$ cat src/inc/ssrx_pkg.sv
// Operation
// - Master receive releases the data line
// - Either receive enable starts master reception
// - Single receive clocks exactly one character
// - Single enable self-clears after one character
// - Continuous enable clocks until software clears
// - Clearing continuous mid-character aborts and discards
// - Both enables: single clears, continuous continues
// - Sample data on each trailing clock edge
// - Full character sets flag, enters FIFO
// - Data register shows oldest entry low byte
// - Flag stays set while FIFO non-empty
// - Slave mode releases clock line, uses peer
// - Third character sets overrun, keeps entries
// - Overrun blocks reception, stored data readable
// - Single-mode overrun cleared by data read
// - Continuous overrun cleared by enable or port
// - Nine-bit mode exposes ninth bit of head
// - Sync, slave, port enable selects slave
// - Slave: enables clear means transmit direction
// - Master drives its bit clock out
// - Polarity bit sets idle level and edges
// - Slave receive ignores the single enable
package ssrx_pkg;
	// =========================================================
	// Register map
	localparam logic [7:0] TXCTL_OFS  = 8'h00;
	localparam logic [7:0] RXCTL_OFS  = 8'h04;
	localparam logic [7:0] BAUD_OFS   = 8'h08;
	localparam logic [7:0] RXDATA_OFS = 8'h0c;
	localparam logic [7:0] DIVL_OFS   = 8'h10;
	localparam logic [7:0] DIVH_OFS   = 8'h14;
	localparam logic [7:0] TXDATA_OFS = 8'h18;
	localparam logic [7:0] STAT_OFS   = 8'h1c;
	// =========================================================
	// Field positions
	localparam int MASTER_BIT  = 7;
	localparam int SYNC_BIT    = 4;
	localparam int PORT_EN_BIT = 7;
	localparam int NINE_BIT    = 6;
	localparam int SINGLE_BIT  = 5;
	localparam int CONT_BIT    = 4;
	localparam int POL_BIT     = 4;
	// =========================================================
	// Reset values, answers and sizes
	localparam logic [7:0] REG8_RST   = 8'h00;
	localparam logic [1:0] RESP_OKAY  = 2'h0;
	localparam logic [1:0] RESP_SLVERR = 2'h2;
	localparam logic [3:0] CHAR8_BITS = 4'h8;
	localparam logic [3:0] CHAR9_BITS = 4'h9;
	localparam logic [1:0] FIFO_FULL  = 2'h2;
endpackage

$ cat src/ssrx_top.sv
// The AXI4-Lite slave port and the register addresses were decided locally.
module ssrx_top (
	input  wire logic        ref_clk,
	input  wire logic        resetn,
	input  wire logic        clk_en,
	input  wire logic [7:0]  s_axi_awaddr,
	input  wire logic        s_axi_awvalid,
	output logic             s_axi_awready,
	input  wire logic [31:0] s_axi_wdata,
	input  wire logic [3:0]  s_axi_wstrb,
	input  wire logic        s_axi_wvalid,
	output logic             s_axi_wready,
	output logic [1:0]       s_axi_bresp,
	output logic             s_axi_bvalid,
	input  wire logic        s_axi_bready,
	input  wire logic [7:0]  s_axi_araddr,
	input  wire logic        s_axi_arvalid,
	output logic             s_axi_arready,
	output logic [31:0]      s_axi_rdata,
	output logic [1:0]       s_axi_rresp,
	output logic             s_axi_rvalid,
	input  wire logic        s_axi_rready,
	input  wire logic        clock_line_in,
	output logic             clock_line_out,
	output logic             clock_line_oe,
	input  wire logic        data_line_in,
	output logic             data_line_out,
	output logic             data_line_oe,
	output logic             receive_flag
);
	import ssrx_pkg::*;

	// =========================================================
	// Configuration registers
	logic [7:0]  txctl_reg;
	logic [7:0]  baud_reg;
	logic [15:0] brg_reg;
	logic        port_en_reg;
	logic        nine_reg;
	logic        single_en_reg;
	logic        cont_en_reg;
	logic        cont_prev_reg;
	logic        overrun_reg;
	logic        overrun_single_reg;
	logic        sync_on;
	logic        is_master;
	logic        idle_pol;
	logic        master_rx;
	logic        slave_rx;
	logic        run_m;
	logic        run_s;

	assign sync_on   = port_en_reg && txctl_reg[SYNC_BIT];
	assign is_master = txctl_reg[MASTER_BIT];
	assign idle_pol  = baud_reg[POL_BIT];
	assign master_rx = sync_on && is_master && (single_en_reg || cont_en_reg);
	assign slave_rx  = sync_on && !is_master && cont_en_reg;
	assign run_m     = master_rx && !overrun_reg;
	assign run_s     = slave_rx && !overrun_reg;

	// =========================================================
	// Bus slave
	logic        aw_hold_reg;
	logic        w_hold_reg;
	logic [7:0]  awaddr_reg;
	logic [31:0] wdata_reg;
	logic        wlane_reg;
	logic        wr_go;
	logic        rd_go;
	logic        pop;

	assign wr_go = aw_hold_reg && w_hold_reg && !s_axi_bvalid;
	assign rd_go = s_axi_arvalid && s_axi_arready;

	function automatic logic known_ofs(input logic [7:0] a);
		known_ofs = (a[1:0] == 2'h0) && (a <= STAT_OFS);
	endfunction

	always_ff @(posedge ref_clk) begin
		if (!resetn) begin
			aw_hold_reg <= 1'b0;
			w_hold_reg  <= 1'b0;
			awaddr_reg  <= REG8_RST;
			wdata_reg   <= '0;
			wlane_reg   <= 1'b0;
		end else if (clk_en) begin
			if (s_axi_awvalid && s_axi_awready) begin
				aw_hold_reg <= 1'b1;
				awaddr_reg  <= s_axi_awaddr;
			end else if (wr_go) begin
				aw_hold_reg <= 1'b0;
			end
			if (s_axi_wvalid && s_axi_wready) begin
				w_hold_reg <= 1'b1;
				wdata_reg  <= s_axi_wdata;
				wlane_reg  <= s_axi_wstrb[0];
			end else if (wr_go) begin
				w_hold_reg <= 1'b0;
			end
		end
	end

	always_ff @(posedge ref_clk) begin
		if (!resetn) begin
			s_axi_awready <= 1'b0;
			s_axi_wready  <= 1'b0;
			s_axi_bvalid  <= 1'b0;
			s_axi_bresp   <= RESP_OKAY;
		end else if (clk_en) begin
			s_axi_awready <= !aw_hold_reg && !(s_axi_awvalid && s_axi_awready);
			s_axi_wready  <= !w_hold_reg && !(s_axi_wvalid && s_axi_wready);
			if (wr_go) begin
				s_axi_bvalid <= 1'b1;
				s_axi_bresp  <= known_ofs(awaddr_reg) ? RESP_OKAY : RESP_SLVERR;
			end else if (s_axi_bready) begin
				s_axi_bvalid <= 1'b0;
			end
		end
	end

	// =========================================================
	// Receive FIFO, two entries of nine bits
	logic [8:0] fifo_mem [2];
	logic       wr_ptr_reg;
	logic       rd_ptr_reg;
	logic [1:0] count_reg;
	logic [1:0] count_next;
	logic [8:0] head;
	logic       push;
	logic       done;

	assign head = fifo_mem[rd_ptr_reg];
	assign pop  = rd_go && (s_axi_araddr == RXDATA_OFS) && (count_reg != 2'h0);
	assign push = done && (count_reg != FIFO_FULL);

	always_comb begin
		count_next = count_reg;
		if (!port_en_reg) begin
			count_next = 2'h0;
		end else if (push && !pop) begin
			count_next = count_reg + 2'h1;
		end else if (pop && !push) begin
			count_next = count_reg - 2'h1;
		end
	end

	always_ff @(posedge ref_clk) begin
		if (!resetn) begin
			wr_ptr_reg   <= 1'b0;
			rd_ptr_reg   <= 1'b0;
			count_reg    <= 2'h0;
			receive_flag <= 1'b0;
		end else if (clk_en) begin
			count_reg    <= count_next;
			receive_flag <= (count_next != 2'h0);
			if (!port_en_reg) begin
				wr_ptr_reg <= 1'b0;
				rd_ptr_reg <= 1'b0;
			end else begin
				if (push) begin
					wr_ptr_reg <= !wr_ptr_reg;
				end
				if (pop) begin
					rd_ptr_reg <= !rd_ptr_reg;
				end
			end
		end
	end

	// =========================================================
	// Read path
	always_ff @(posedge ref_clk) begin
		if (!resetn) begin
			s_axi_arready <= 1'b0;
			s_axi_rvalid  <= 1'b0;
			s_axi_rdata   <= '0;
			s_axi_rresp   <= RESP_OKAY;
		end else if (clk_en) begin
			s_axi_arready <= !s_axi_rvalid && !rd_go;
			if (rd_go) begin
				s_axi_rvalid <= 1'b1;
				s_axi_rresp  <= known_ofs(s_axi_araddr) ? RESP_OKAY : RESP_SLVERR;
				unique case (s_axi_araddr)
					TXCTL_OFS:  s_axi_rdata <= {24'h0, txctl_reg};
					RXCTL_OFS:  s_axi_rdata <= {24'h0, port_en_reg, nine_reg, single_en_reg,
						cont_en_reg, 2'h0, overrun_reg, head[8]};
					BAUD_OFS:   s_axi_rdata <= {24'h0, baud_reg};
					RXDATA_OFS: s_axi_rdata <= {24'h0, head[7:0]};
					DIVL_OFS:   s_axi_rdata <= {24'h0, brg_reg[7:0]};
					DIVH_OFS:   s_axi_rdata <= {24'h0, brg_reg[15:8]};
					STAT_OFS:   s_axi_rdata <= {30'h0, overrun_reg, receive_flag};
					default:    s_axi_rdata <= '0;
				endcase
			end else if (s_axi_rready) begin
				s_axi_rvalid <= 1'b0;
			end
		end
	end

	// =========================================================
	// Software registers; hardware clears single enable
	logic wr_low;
	assign wr_low = wr_go && wlane_reg;

	always_ff @(posedge ref_clk) begin
		if (!resetn) begin
			txctl_reg     <= REG8_RST;
			baud_reg      <= REG8_RST;
			brg_reg       <= '0;
			port_en_reg   <= 1'b0;
			nine_reg      <= 1'b0;
			single_en_reg <= 1'b0;
			cont_en_reg   <= 1'b0;
		end else if (clk_en) begin
			if (done && is_master) begin
				single_en_reg <= 1'b0;
			end
			if (wr_low) begin
				unique case (awaddr_reg)
					TXCTL_OFS: txctl_reg <= wdata_reg[7:0];
					BAUD_OFS:  baud_reg <= wdata_reg[7:0];
					DIVL_OFS:  brg_reg[7:0] <= wdata_reg[7:0];
					DIVH_OFS:  brg_reg[15:8] <= wdata_reg[7:0];
					RXCTL_OFS: begin
						port_en_reg   <= wdata_reg[PORT_EN_BIT];
						nine_reg      <= wdata_reg[NINE_BIT];
						single_en_reg <= wdata_reg[SINGLE_BIT];
						cont_en_reg   <= wdata_reg[CONT_BIT];
					end
					default: begin
					end
				endcase
			end
		end
	end

	// =========================================================
	// Overrun; a new overrun wins over any clear in that cycle
	always_ff @(posedge ref_clk) begin
		if (!resetn) begin
			overrun_reg        <= 1'b0;
			overrun_single_reg <= 1'b0;
			cont_prev_reg      <= 1'b0;
		end else if (clk_en) begin
			cont_prev_reg <= cont_en_reg;
			if (done && count_reg == FIFO_FULL) begin
				overrun_reg        <= 1'b1;
				overrun_single_reg <= single_en_reg && !cont_en_reg;
			end else if (!port_en_reg || (cont_prev_reg && !cont_en_reg)) begin
				overrun_reg <= 1'b0;
			end else if (pop && overrun_single_reg) begin
				overrun_reg <= 1'b0;
			end
		end
	end

	// =========================================================
	// Pin synchronisers
	logic ck_s1_reg;
	logic ck_s2_reg;
	logic ck_s3_reg;
	logic dt_s1_reg;
	logic dt_s2_reg;

	always_ff @(posedge ref_clk) begin
		if (!resetn) begin
			ck_s1_reg <= 1'b0;
			ck_s2_reg <= 1'b0;
			ck_s3_reg <= 1'b0;
			dt_s1_reg <= 1'b0;
			dt_s2_reg <= 1'b0;
		end else if (clk_en) begin
			ck_s1_reg <= clock_line_in;
			ck_s2_reg <= ck_s1_reg;
			ck_s3_reg <= ck_s2_reg;
			dt_s1_reg <= data_line_in;
			dt_s2_reg <= dt_s1_reg;
		end
	end

	// =========================================================
	// Bit clock and shifter
	logic [15:0] brg_cnt_reg;
	logic [3:0]  bitcnt_reg;
	logic [8:0]  shift_reg;
	logic        tick;
	logic        trail_m;
	logic        trail_s;
	logic        samp;
	logic [3:0]  nbits;

	assign nbits   = nine_reg ? CHAR9_BITS : CHAR8_BITS;
	assign tick    = run_m && (brg_cnt_reg == 16'h0);
	assign trail_m = tick && (clock_line_out != idle_pol);
	assign trail_s = run_s && (ck_s3_reg != idle_pol) && (ck_s2_reg == idle_pol);
	assign samp    = trail_m || trail_s;
	assign done    = samp && (bitcnt_reg == nbits - 4'h1);

	always_ff @(posedge ref_clk) begin
		if (!resetn) begin
			brg_cnt_reg    <= '0;
			clock_line_out <= 1'b0;
			bitcnt_reg     <= 4'h0;
			shift_reg      <= '0;
		end else if (clk_en) begin
			if (!run_m && !run_s) begin
				// Abort drops partial bits; clock parks at once
				brg_cnt_reg    <= brg_reg;
				clock_line_out <= idle_pol;
				bitcnt_reg     <= 4'h0;
			end else begin
				if (run_m) begin
					brg_cnt_reg <= tick ? brg_reg : brg_cnt_reg - 16'h1;
					if (tick) begin
						clock_line_out <= !clock_line_out;
					end
				end
				if (samp) begin
					shift_reg[bitcnt_reg] <= dt_s2_reg;
					bitcnt_reg <= done ? 4'h0 : bitcnt_reg + 4'h1;
				end
			end
		end
	end

	// Last bit bypasses shift_reg, which updates one edge late
	always_ff @(posedge ref_clk) begin
		if (!resetn) begin
			fifo_mem[0] <= '0;
			fifo_mem[1] <= '0;
		end else if (clk_en && push) begin
			fifo_mem[wr_ptr_reg] <= nine_reg ? {dt_s2_reg, shift_reg[7:0]}
				: {1'b0, dt_s2_reg, shift_reg[6:0]};
		end
	end

	// =========================================================
	// Pin drivers; transmit shifting is not part of this block
	always_ff @(posedge ref_clk) begin
		if (!resetn) begin
			clock_line_oe <= 1'b0;
			data_line_oe  <= 1'b0;
			data_line_out <= 1'b0;
		end else if (clk_en) begin
			clock_line_oe <= sync_on && is_master;
			data_line_oe  <= sync_on && !single_en_reg && !cont_en_reg;
			data_line_out <= 1'b0;
		end
	end
endmodule

$ cat config.mk
export PLATFORM = sky130hd
export DESIGN_NAME = ssrx_top
export DESIGN_NICKNAME = d
export VERILOG_FILES = /design/src/inc/ssrx_pkg.sv /design/src/ssrx_top.sv
export SDC_FILE = /design/constraint.sdc
export NUM_CORES = 1
export LEC_CHECK = 0
export ABC_AREA = 1
export BUFFER_PORTS_ARGS = -buffer_cell sky130_fd_sc_hd__buf_2
export CAP_MARGIN = 20
export CORE_UTILIZATION = 36
export CTS_CLUSTER_SIZE = 24
export DETAILED_ROUTE_END_ITERATION = 8
export GPL_ROUTABILITY_DRIVEN = 1
export GPL_TIMING_DRIVEN = 0
export PLACE_DENSITY = 0.55
export SLEW_MARGIN = 40
export SYNTH_ARGS = -nofsm -noshare
export SYNTH_HDL_FRONTEND = slang
export SYNTH_SLANG_ARGS = --single-unit
$ cat constraint.sdc
create_clock -name ref_clk -period 2.7 [get_ports ref_clk]
set_input_delay 0.27 -clock ref_clk [delete_from_list [all_inputs] [get_ports ref_clk]]
set_output_delay 0.27 -clock ref_clk [all_outputs]
set_load 0.02 [all_outputs]
==> impl_metrics.env, run 1 <==
export IMPL_status="finished clean"
export IMPL_hold_viol=0
export IMPL_ys_flop_type="dfxtp_1"
export IMPL_yosys_top_cells_count="dfxtp_1 (115), nand2_1 (104), a21oi_1 (102), inv_1 (102), o21ai_0 (90)"
export IMPL_dieWidth_um=135
export IMPL_hpwl_um=13200
export IMPL_cts_tree="done"
export IMPL_avgRoutedWirePerCell_um=15.5
export IMPL_timing_slew_headroom_pct=50.6
export IMPL_drc_errors=0
export IMPL_largest_reg_flops=18
export IMPL_initial_core_util_pct=36.9
export IMPL_cp_data_arrival_time_ns=2.30
export IMPL_powerDensity_nw_per_um2=640
export IMPL_synthArstFlopShare_pct=0
export IMPL_switching_share_pct=25.1
export IMPL_synth_area_per_cell_um2=7.76
export IMPL_synth_seq_cells=133
export IMPL_wl_um=17900
export IMPL_ctsHoldBuffers=0
export IMPL_syn_to_final_growth_pct=19.8
export IMPL_dr_pass1_iters=5
export IMPL_grt_max_degree=17
export IMPL_ctsHtreeMaxLevel=4
export IMPL_ys_types=52
export IMPL_min_path_type="in -> reg"
export IMPL_num_antenna_cells=0
export IMPL_crit_path_end_kind="flop"
export IMPL_holdWs_ns=0.0632
export IMPL_multiInputGateArea_um2=2910
export IMPL_yosys_area_top_type="dfxtp_1"
export IMPL_synth_top_area_share_pct=36.1
export IMPL_dr_total_vias=5565
export IMPL_grt_pass1_vias=5139
export IMPL_min_period_ns=2.22
export IMPL_setup_viol=0
export IMPL_cts_root_buf="clkbuf_16"
export IMPL_antenna_found_initial=0
export IMPL_fp_dieH_um=135
export IMPL_synth_area_um2=6380
export IMPL_nFillCells=1811
export IMPL_maxSlewViolCount=0
export IMPL_max_freq_mhz=450
export IMPL_final_setup_skew_ns=0.00826
export IMPL_intPower_w=0.00366
export IMPL_startpoint_type="flop"
export IMPL_clock_sinks=133
export IMPL_synth_area_top_cells="dfxtp_1 (36%), edfxtp_1 (8.5%), a21oi_1 (8.0%)"
export IMPL_num_rows=48
export IMPL_syn_inst=822
export IMPL_p_seq_share_pct=42.6
export IMPL_peakVddDrop_mv=0.510
export IMPL_p_comb_share_pct=6.8
export IMPL_io_pins=108
export IMPL_p_leak_nw=3.06
export IMPL_cts_buffer_depth=2
export IMPL_initialDrtViolationCount=346
export IMPL_post_cts_buffers=0
export IMPL_fin_crit_sh_pct=82.2
export IMPL_portBuffers=51
export IMPL_ys_warn_count=0
export IMPL_synth_edf_count=18
export IMPL_grt_pass1_wl_um=28100
export IMPL_critPathKind="reg -> reg"
export IMPL_core_area_um2=17300
export IMPL_grt_ovfl_total=0
export IMPL_power_net_switching_w=0.00123
export IMPL_cp_required_ns=2.78
export IMPL_cts_made_buffers=17
export IMPL_clk_latency_ns=0.43
export IMPL_drv_cap=0
export IMPL_postRouteAntennaNets=0
export IMPL_dieArea_um2=18300
export IMPL_tightest_slew_ns=0.738
export IMPL_seqCellArea_um2=2840
export IMPL_seq_area_frac_synth_pct=44.6
export IMPL_nets=988
export IMPL_final_layout_size_suffix_gt1_share_pct=17.1
export IMPL_postCtsResizedCells=0
export IMPL_rsz0062_at_grt="false"
export IMPL_clkSlewWorstSetupHoldPaths_ns=0.06
export IMPL_clkPwrFrac_pct=50.7
export IMPL_grt_usage_pct=20.7
export IMPL_fin_util_pct=44.2
export IMPL_crit_fanout=10
export IMPL_place_gp_congestion=0.833
export IMPL_yosys_cell_count_top_type="dfxtp_1"
export IMPL_vias_per_cell=4.81
==> per-layer routing <==
metal | vias up | track usage, % | share of wire (%)
li1 | 2894 | - | -
met1 | 2527 | 27.7 | 48
met2 | 125 | 33.5 | 47
met3 | 19 | 4.39 | 4.5
met4 | 0 | 5.81 | 1.4
met5 | - | 0 | 0
==> final timing paths <==
path	start	slack, ns	endpoint	cells after the start
setup / recovery	brg_cnt_reg[0]	0.48	fifo_mem[0][5]	10
hold / removal	clock_line_in	0.06	ck_s1_reg	3
setup reg to reg	brg_cnt_reg[0]	0.48	fifo_mem[0][5]	10
hold reg to reg	awaddr_reg[6]	0.45	awaddr_reg[6]	2
==> power groups by stage <==
| stage | Sequential [W] | Combinational [W] | Clock (W) |
|---|---|---|---|
| after detailed placement | 0.00212 | 0.000331 | 0 |
| after CTS | 0.00208 | 0.000333 | 0.00251 |
| after floorplan | 0.00212 | 0.000226 | 0 |
| final | 0.00208 | 0.000332 | 0.00248 |
| after global routing | 0.00208 | 0.000367 | 0.00259 |
| after global placement | 0.00212 | 0.000330 | 0 |
==> layout by cell type (no fill, tap or decap), drive strengths merged, types with 18 or more instances in the layout <==
cell,count
dfxtp,115
inv,113
edfxtp,18
nand3,26
buf,89
conb,27
nor3,22
nor2,89
clkbuf,36
o21ai,94
nand2,114
a21oi,102
==> per-stage QoR <==
stage / total power, W / TNS, ns / worst slack, ns / std cells / area (um2)
global route: 0.00504 / 0 / 0.280 / 1156 / 7640
finish: 0.00489 / 0 / 0.480 / 1156 / 7640
floorplan: 0.00235 / 0 / 0.424 / 848 / 6480
detailed placement: 0.00245 / 0 / 0.468 / 1124 / 7020
global placement: 0.00245 / -1.46 / -0.162 / 1124 / 7010
CTS: 0.00492 / 0 / 0.474 / 1156 / 7640
==> cells by family after synthesis <==
family / count (synthesis) / synth area share [%]
other: 1 / 0.0588
muxes: 3 / 0.471
DFF: 133 / 44.6
and+or+nand+nor: 264 / 19.9
buffers and inverters: 163 / 11.4
adders and majority gates: 8 / 1.57
xor gates and xnor gates: 9 / 1.24
AOI/OAI and AO/OA: 241 / 20.8
==> critical path, cell delays in order, from the launching register on <==
cell	delay, ns
dfxtp_1	0.31
inv_1	0.11
ha_1	0.16
nand2_1	0.08
nor2_4	0.16
nand4_2	0.17
nand2_4	0.14
nand3_4	0.08
inv_2	0.11
nand4_4	0.17
nand2_1	0.40
==> area by class of cell <==
class,instances,share of cell area (%)
Clock buffer,18,5.74
Inverter,107,5.25
Sequential cell,133,37.2
Multi-Input combinational cell,552,38.1
Clock inverter,14,2.45
Tap cell,225,3.68
Timing Repair Buffer,51,3.34
Buffer,56,4.22
No activity file was read; power rests on OpenSTA's default activity.
==> run 2: changes to the inputs <==
==> constraint.sdc (replaced) <==
create_clock -name ref_clk -period 2.1 [get_ports ref_clk]
set_input_delay 0.21 -clock ref_clk [delete_from_list [all_inputs] [get_ports ref_clk]]
set_output_delay 0.21 -clock ref_clk [all_outputs]
set_load 0.02 [all_outputs]
==> impl_metrics.env, run 2 (synthesized netlist as in run 1, its figures left out) <==
export IMPL_vias_per_cell=4.83
export IMPL_num_rows=48
export IMPL_grt_usage_pct=21.2
export IMPL_fp_dieH_um=135
export IMPL_cts_root_buf="clkbuf_16"
export IMPL_num_antenna_cells=0
export IMPL_fin_crit_sh_pct=94.1
export IMPL_drv_cap=0
export IMPL_dr_pass1_iters=4
export IMPL_min_period_ns=1.98
export IMPL_slowest_stage="dfxtp_1"
export IMPL_min_path_type="in -> reg"
export IMPL_holdWs_ns=0.0542
export IMPL_initialDrtViolationCount=356
export IMPL_crit_path_end_kind="flop"
export IMPL_rr_worst_depth=11
export IMPL_avgRoutedWirePerCell_um=15.8
export IMPL_tightest_slew_ns=0.901
export IMPL_largest_reg_flops=18
export IMPL_cts_made_buffers=17
export IMPL_io_pins=108
export IMPL_postRouteAntennaNets=0
export IMPL_status="finished clean"
export IMPL_max_freq_mhz=506
export IMPL_final_setup_skew_ns=0.0134
export IMPL_clkSlewWorstSetupHoldPaths_ns=0.06
export IMPL_grt_pass1_vias=5088
export IMPL_critical_path_top_delay_family="simple AND/OR/NAND/NOR gates"
export IMPL_multiInputGateArea_um2=2960
export IMPL_fin_util_pct=44.7
export IMPL_crit_fanout=9
export IMPL_drc_errors=0
export IMPL_dieArea_um2=18300
export IMPL_slowest_delay_ns=0.31
export IMPL_powerDensity_nw_per_um2=811
export IMPL_maxSlewViolCount=0
export IMPL_wl_um=18300
export IMPL_dr_total_vias=5605
export IMPL_antenna_found_initial=0
export IMPL_clock_sinks=133
export IMPL_grt_ovfl_total=0
export IMPL_hpwl_um=13400
export IMPL_dieWidth_um=135
export IMPL_seqCellArea_um2=2840
export IMPL_initial_core_util_pct=36.9
export IMPL_grt_max_degree=17
export IMPL_min_delay_path_depth=3
export IMPL_nFillCells=1753
export IMPL_syn_to_final_growth_pct=21.2
export IMPL_startpoint_type="flop"
export IMPL_ctsHtreeMaxLevel=4
export IMPL_final_layout_size_suffix_gt1_share_pct=17.8
export IMPL_grt_pass1_wl_um=28600
export IMPL_nets=992
export IMPL_hold_viol=0
export IMPL_path_buf_inv=3
export IMPL_cp_required_ns=2.24
export IMPL_clk_latency_ns=0.43
export IMPL_crit_chain="inv_1 -> ha_1 -> nand2_1 -> nor2_4 -> nand4_2 -> nand2_4 -> nand3_4 -> inv_2 -> nand2_2 -> o21ai_4 -> buf_12"
export IMPL_place_gp_congestion=0.828
export IMPL_critPathKind="reg -> reg"
export IMPL_cp_depth=11
export IMPL_portBuffers=51
export IMPL_mostFrequentLayoutCell="dfxtp_1"
export IMPL_setup_viol=0
export IMPL_cts_buffer_depth=2
export IMPL_cts_tree="done"
export IMPL_p_leak_nw=3.11
export IMPL_peakVddDrop_mv=0.583
export IMPL_tns_ns=0
export IMPL_core_area_um2=17300
export IMPL_timing_slew_headroom_pct=40.0
export IMPL_mostFrequentLayoutCells="dfxtp_1 (115), inv_1 (102), nand2_1 (102), a21oi_1 (102), o21ai_0 (89)"
export IMPL_cp_data_arrival_time_ns=2.11
==> run 2: cell count changes in the layout (fill, tap and decap cells not counted), sizes merged <==
cell | previous run | this run
clkinv | 4 | 7
buf | 89 | 91
dlygate4sd3 | 0 | 2
inv | 113 | 111
clkbuf | 36 | 35
==> run 2: final timing paths <==
kind                   startpoint        endpoint  slack (ns)
setup / recovery   brg_cnt_reg[0]  fifo_mem[1][1]        0.12
hold / removal    s_axi_awaddr[6]   awaddr_reg[6]        0.05
setup reg to reg   brg_cnt_reg[0]  fifo_mem[1][1]        0.12
hold reg to reg     awaddr_reg[6]   awaddr_reg[6]        0.44
==> run 2: layout make-up <==
| type | instances | share of cell area [%] |
|---|---|---|
| Buffer | 56 | 4.19 |
| Clock inverter | 15 | 2.49 |
| Tap cell | 225 | 3.64 |
| Clock buffer | 17 | 5.50 |
| Sequential cell | 133 | 36.8 |
| Inverter | 107 | 5.19 |
| Multi-Input combinational cell | 552 | 38.3 |
| Timing Repair Buffer | 55 | 3.92 |
==> run 2: stage by stage <==
step,cell area (um2),setup WS (ns),std cells,power [W]
2_1_floorplan,6480,0.0699,848,0.00302
3_3_place_gp,7010,-0.378,1124,0.00316
3_5_place_dp,7020,-0.147,1124,0.00316
4_1_cts,7670,0.00830,1158,0.00628
5_1_grt,7730,-0.00414,1160,0.00647
6_report,7730,0.125,1160,0.00627
==> run 2: report_power, final <==
group	internal, W	leakage, nW	switching [W]
logic	0.000150	1.71	0.000292
clock network	0.00190	0.301	0.00126
registers	0.00263	1.10	0.0000425
total	0.00468	3.11	0.00159
==> run 2: tightest hold or removal path: stages <==
cell and delay [ns]:
buf_2 0.07, o21ai_0 0.07, a21oi_1 0.10
==> run 2: repair_timing <==
action,in CTS,in global routing
pin swaps,0,3
hold buffers,2,0
endpoints found under the hold margin,2,0
endpoints found under the setup margin,22,26
gates resized for setup,4,8
buffers inserted,0,2
==> run 2: per-layer routing <==
metal	GRT usage, %	vias to the layer above	share of wire, %
li1	-	2900	-
met1	28.9	2570	48
met2	33.1	117	46
met3	4.39	18	4.5
met4	6.80	0	1.3
met5	0	-	0
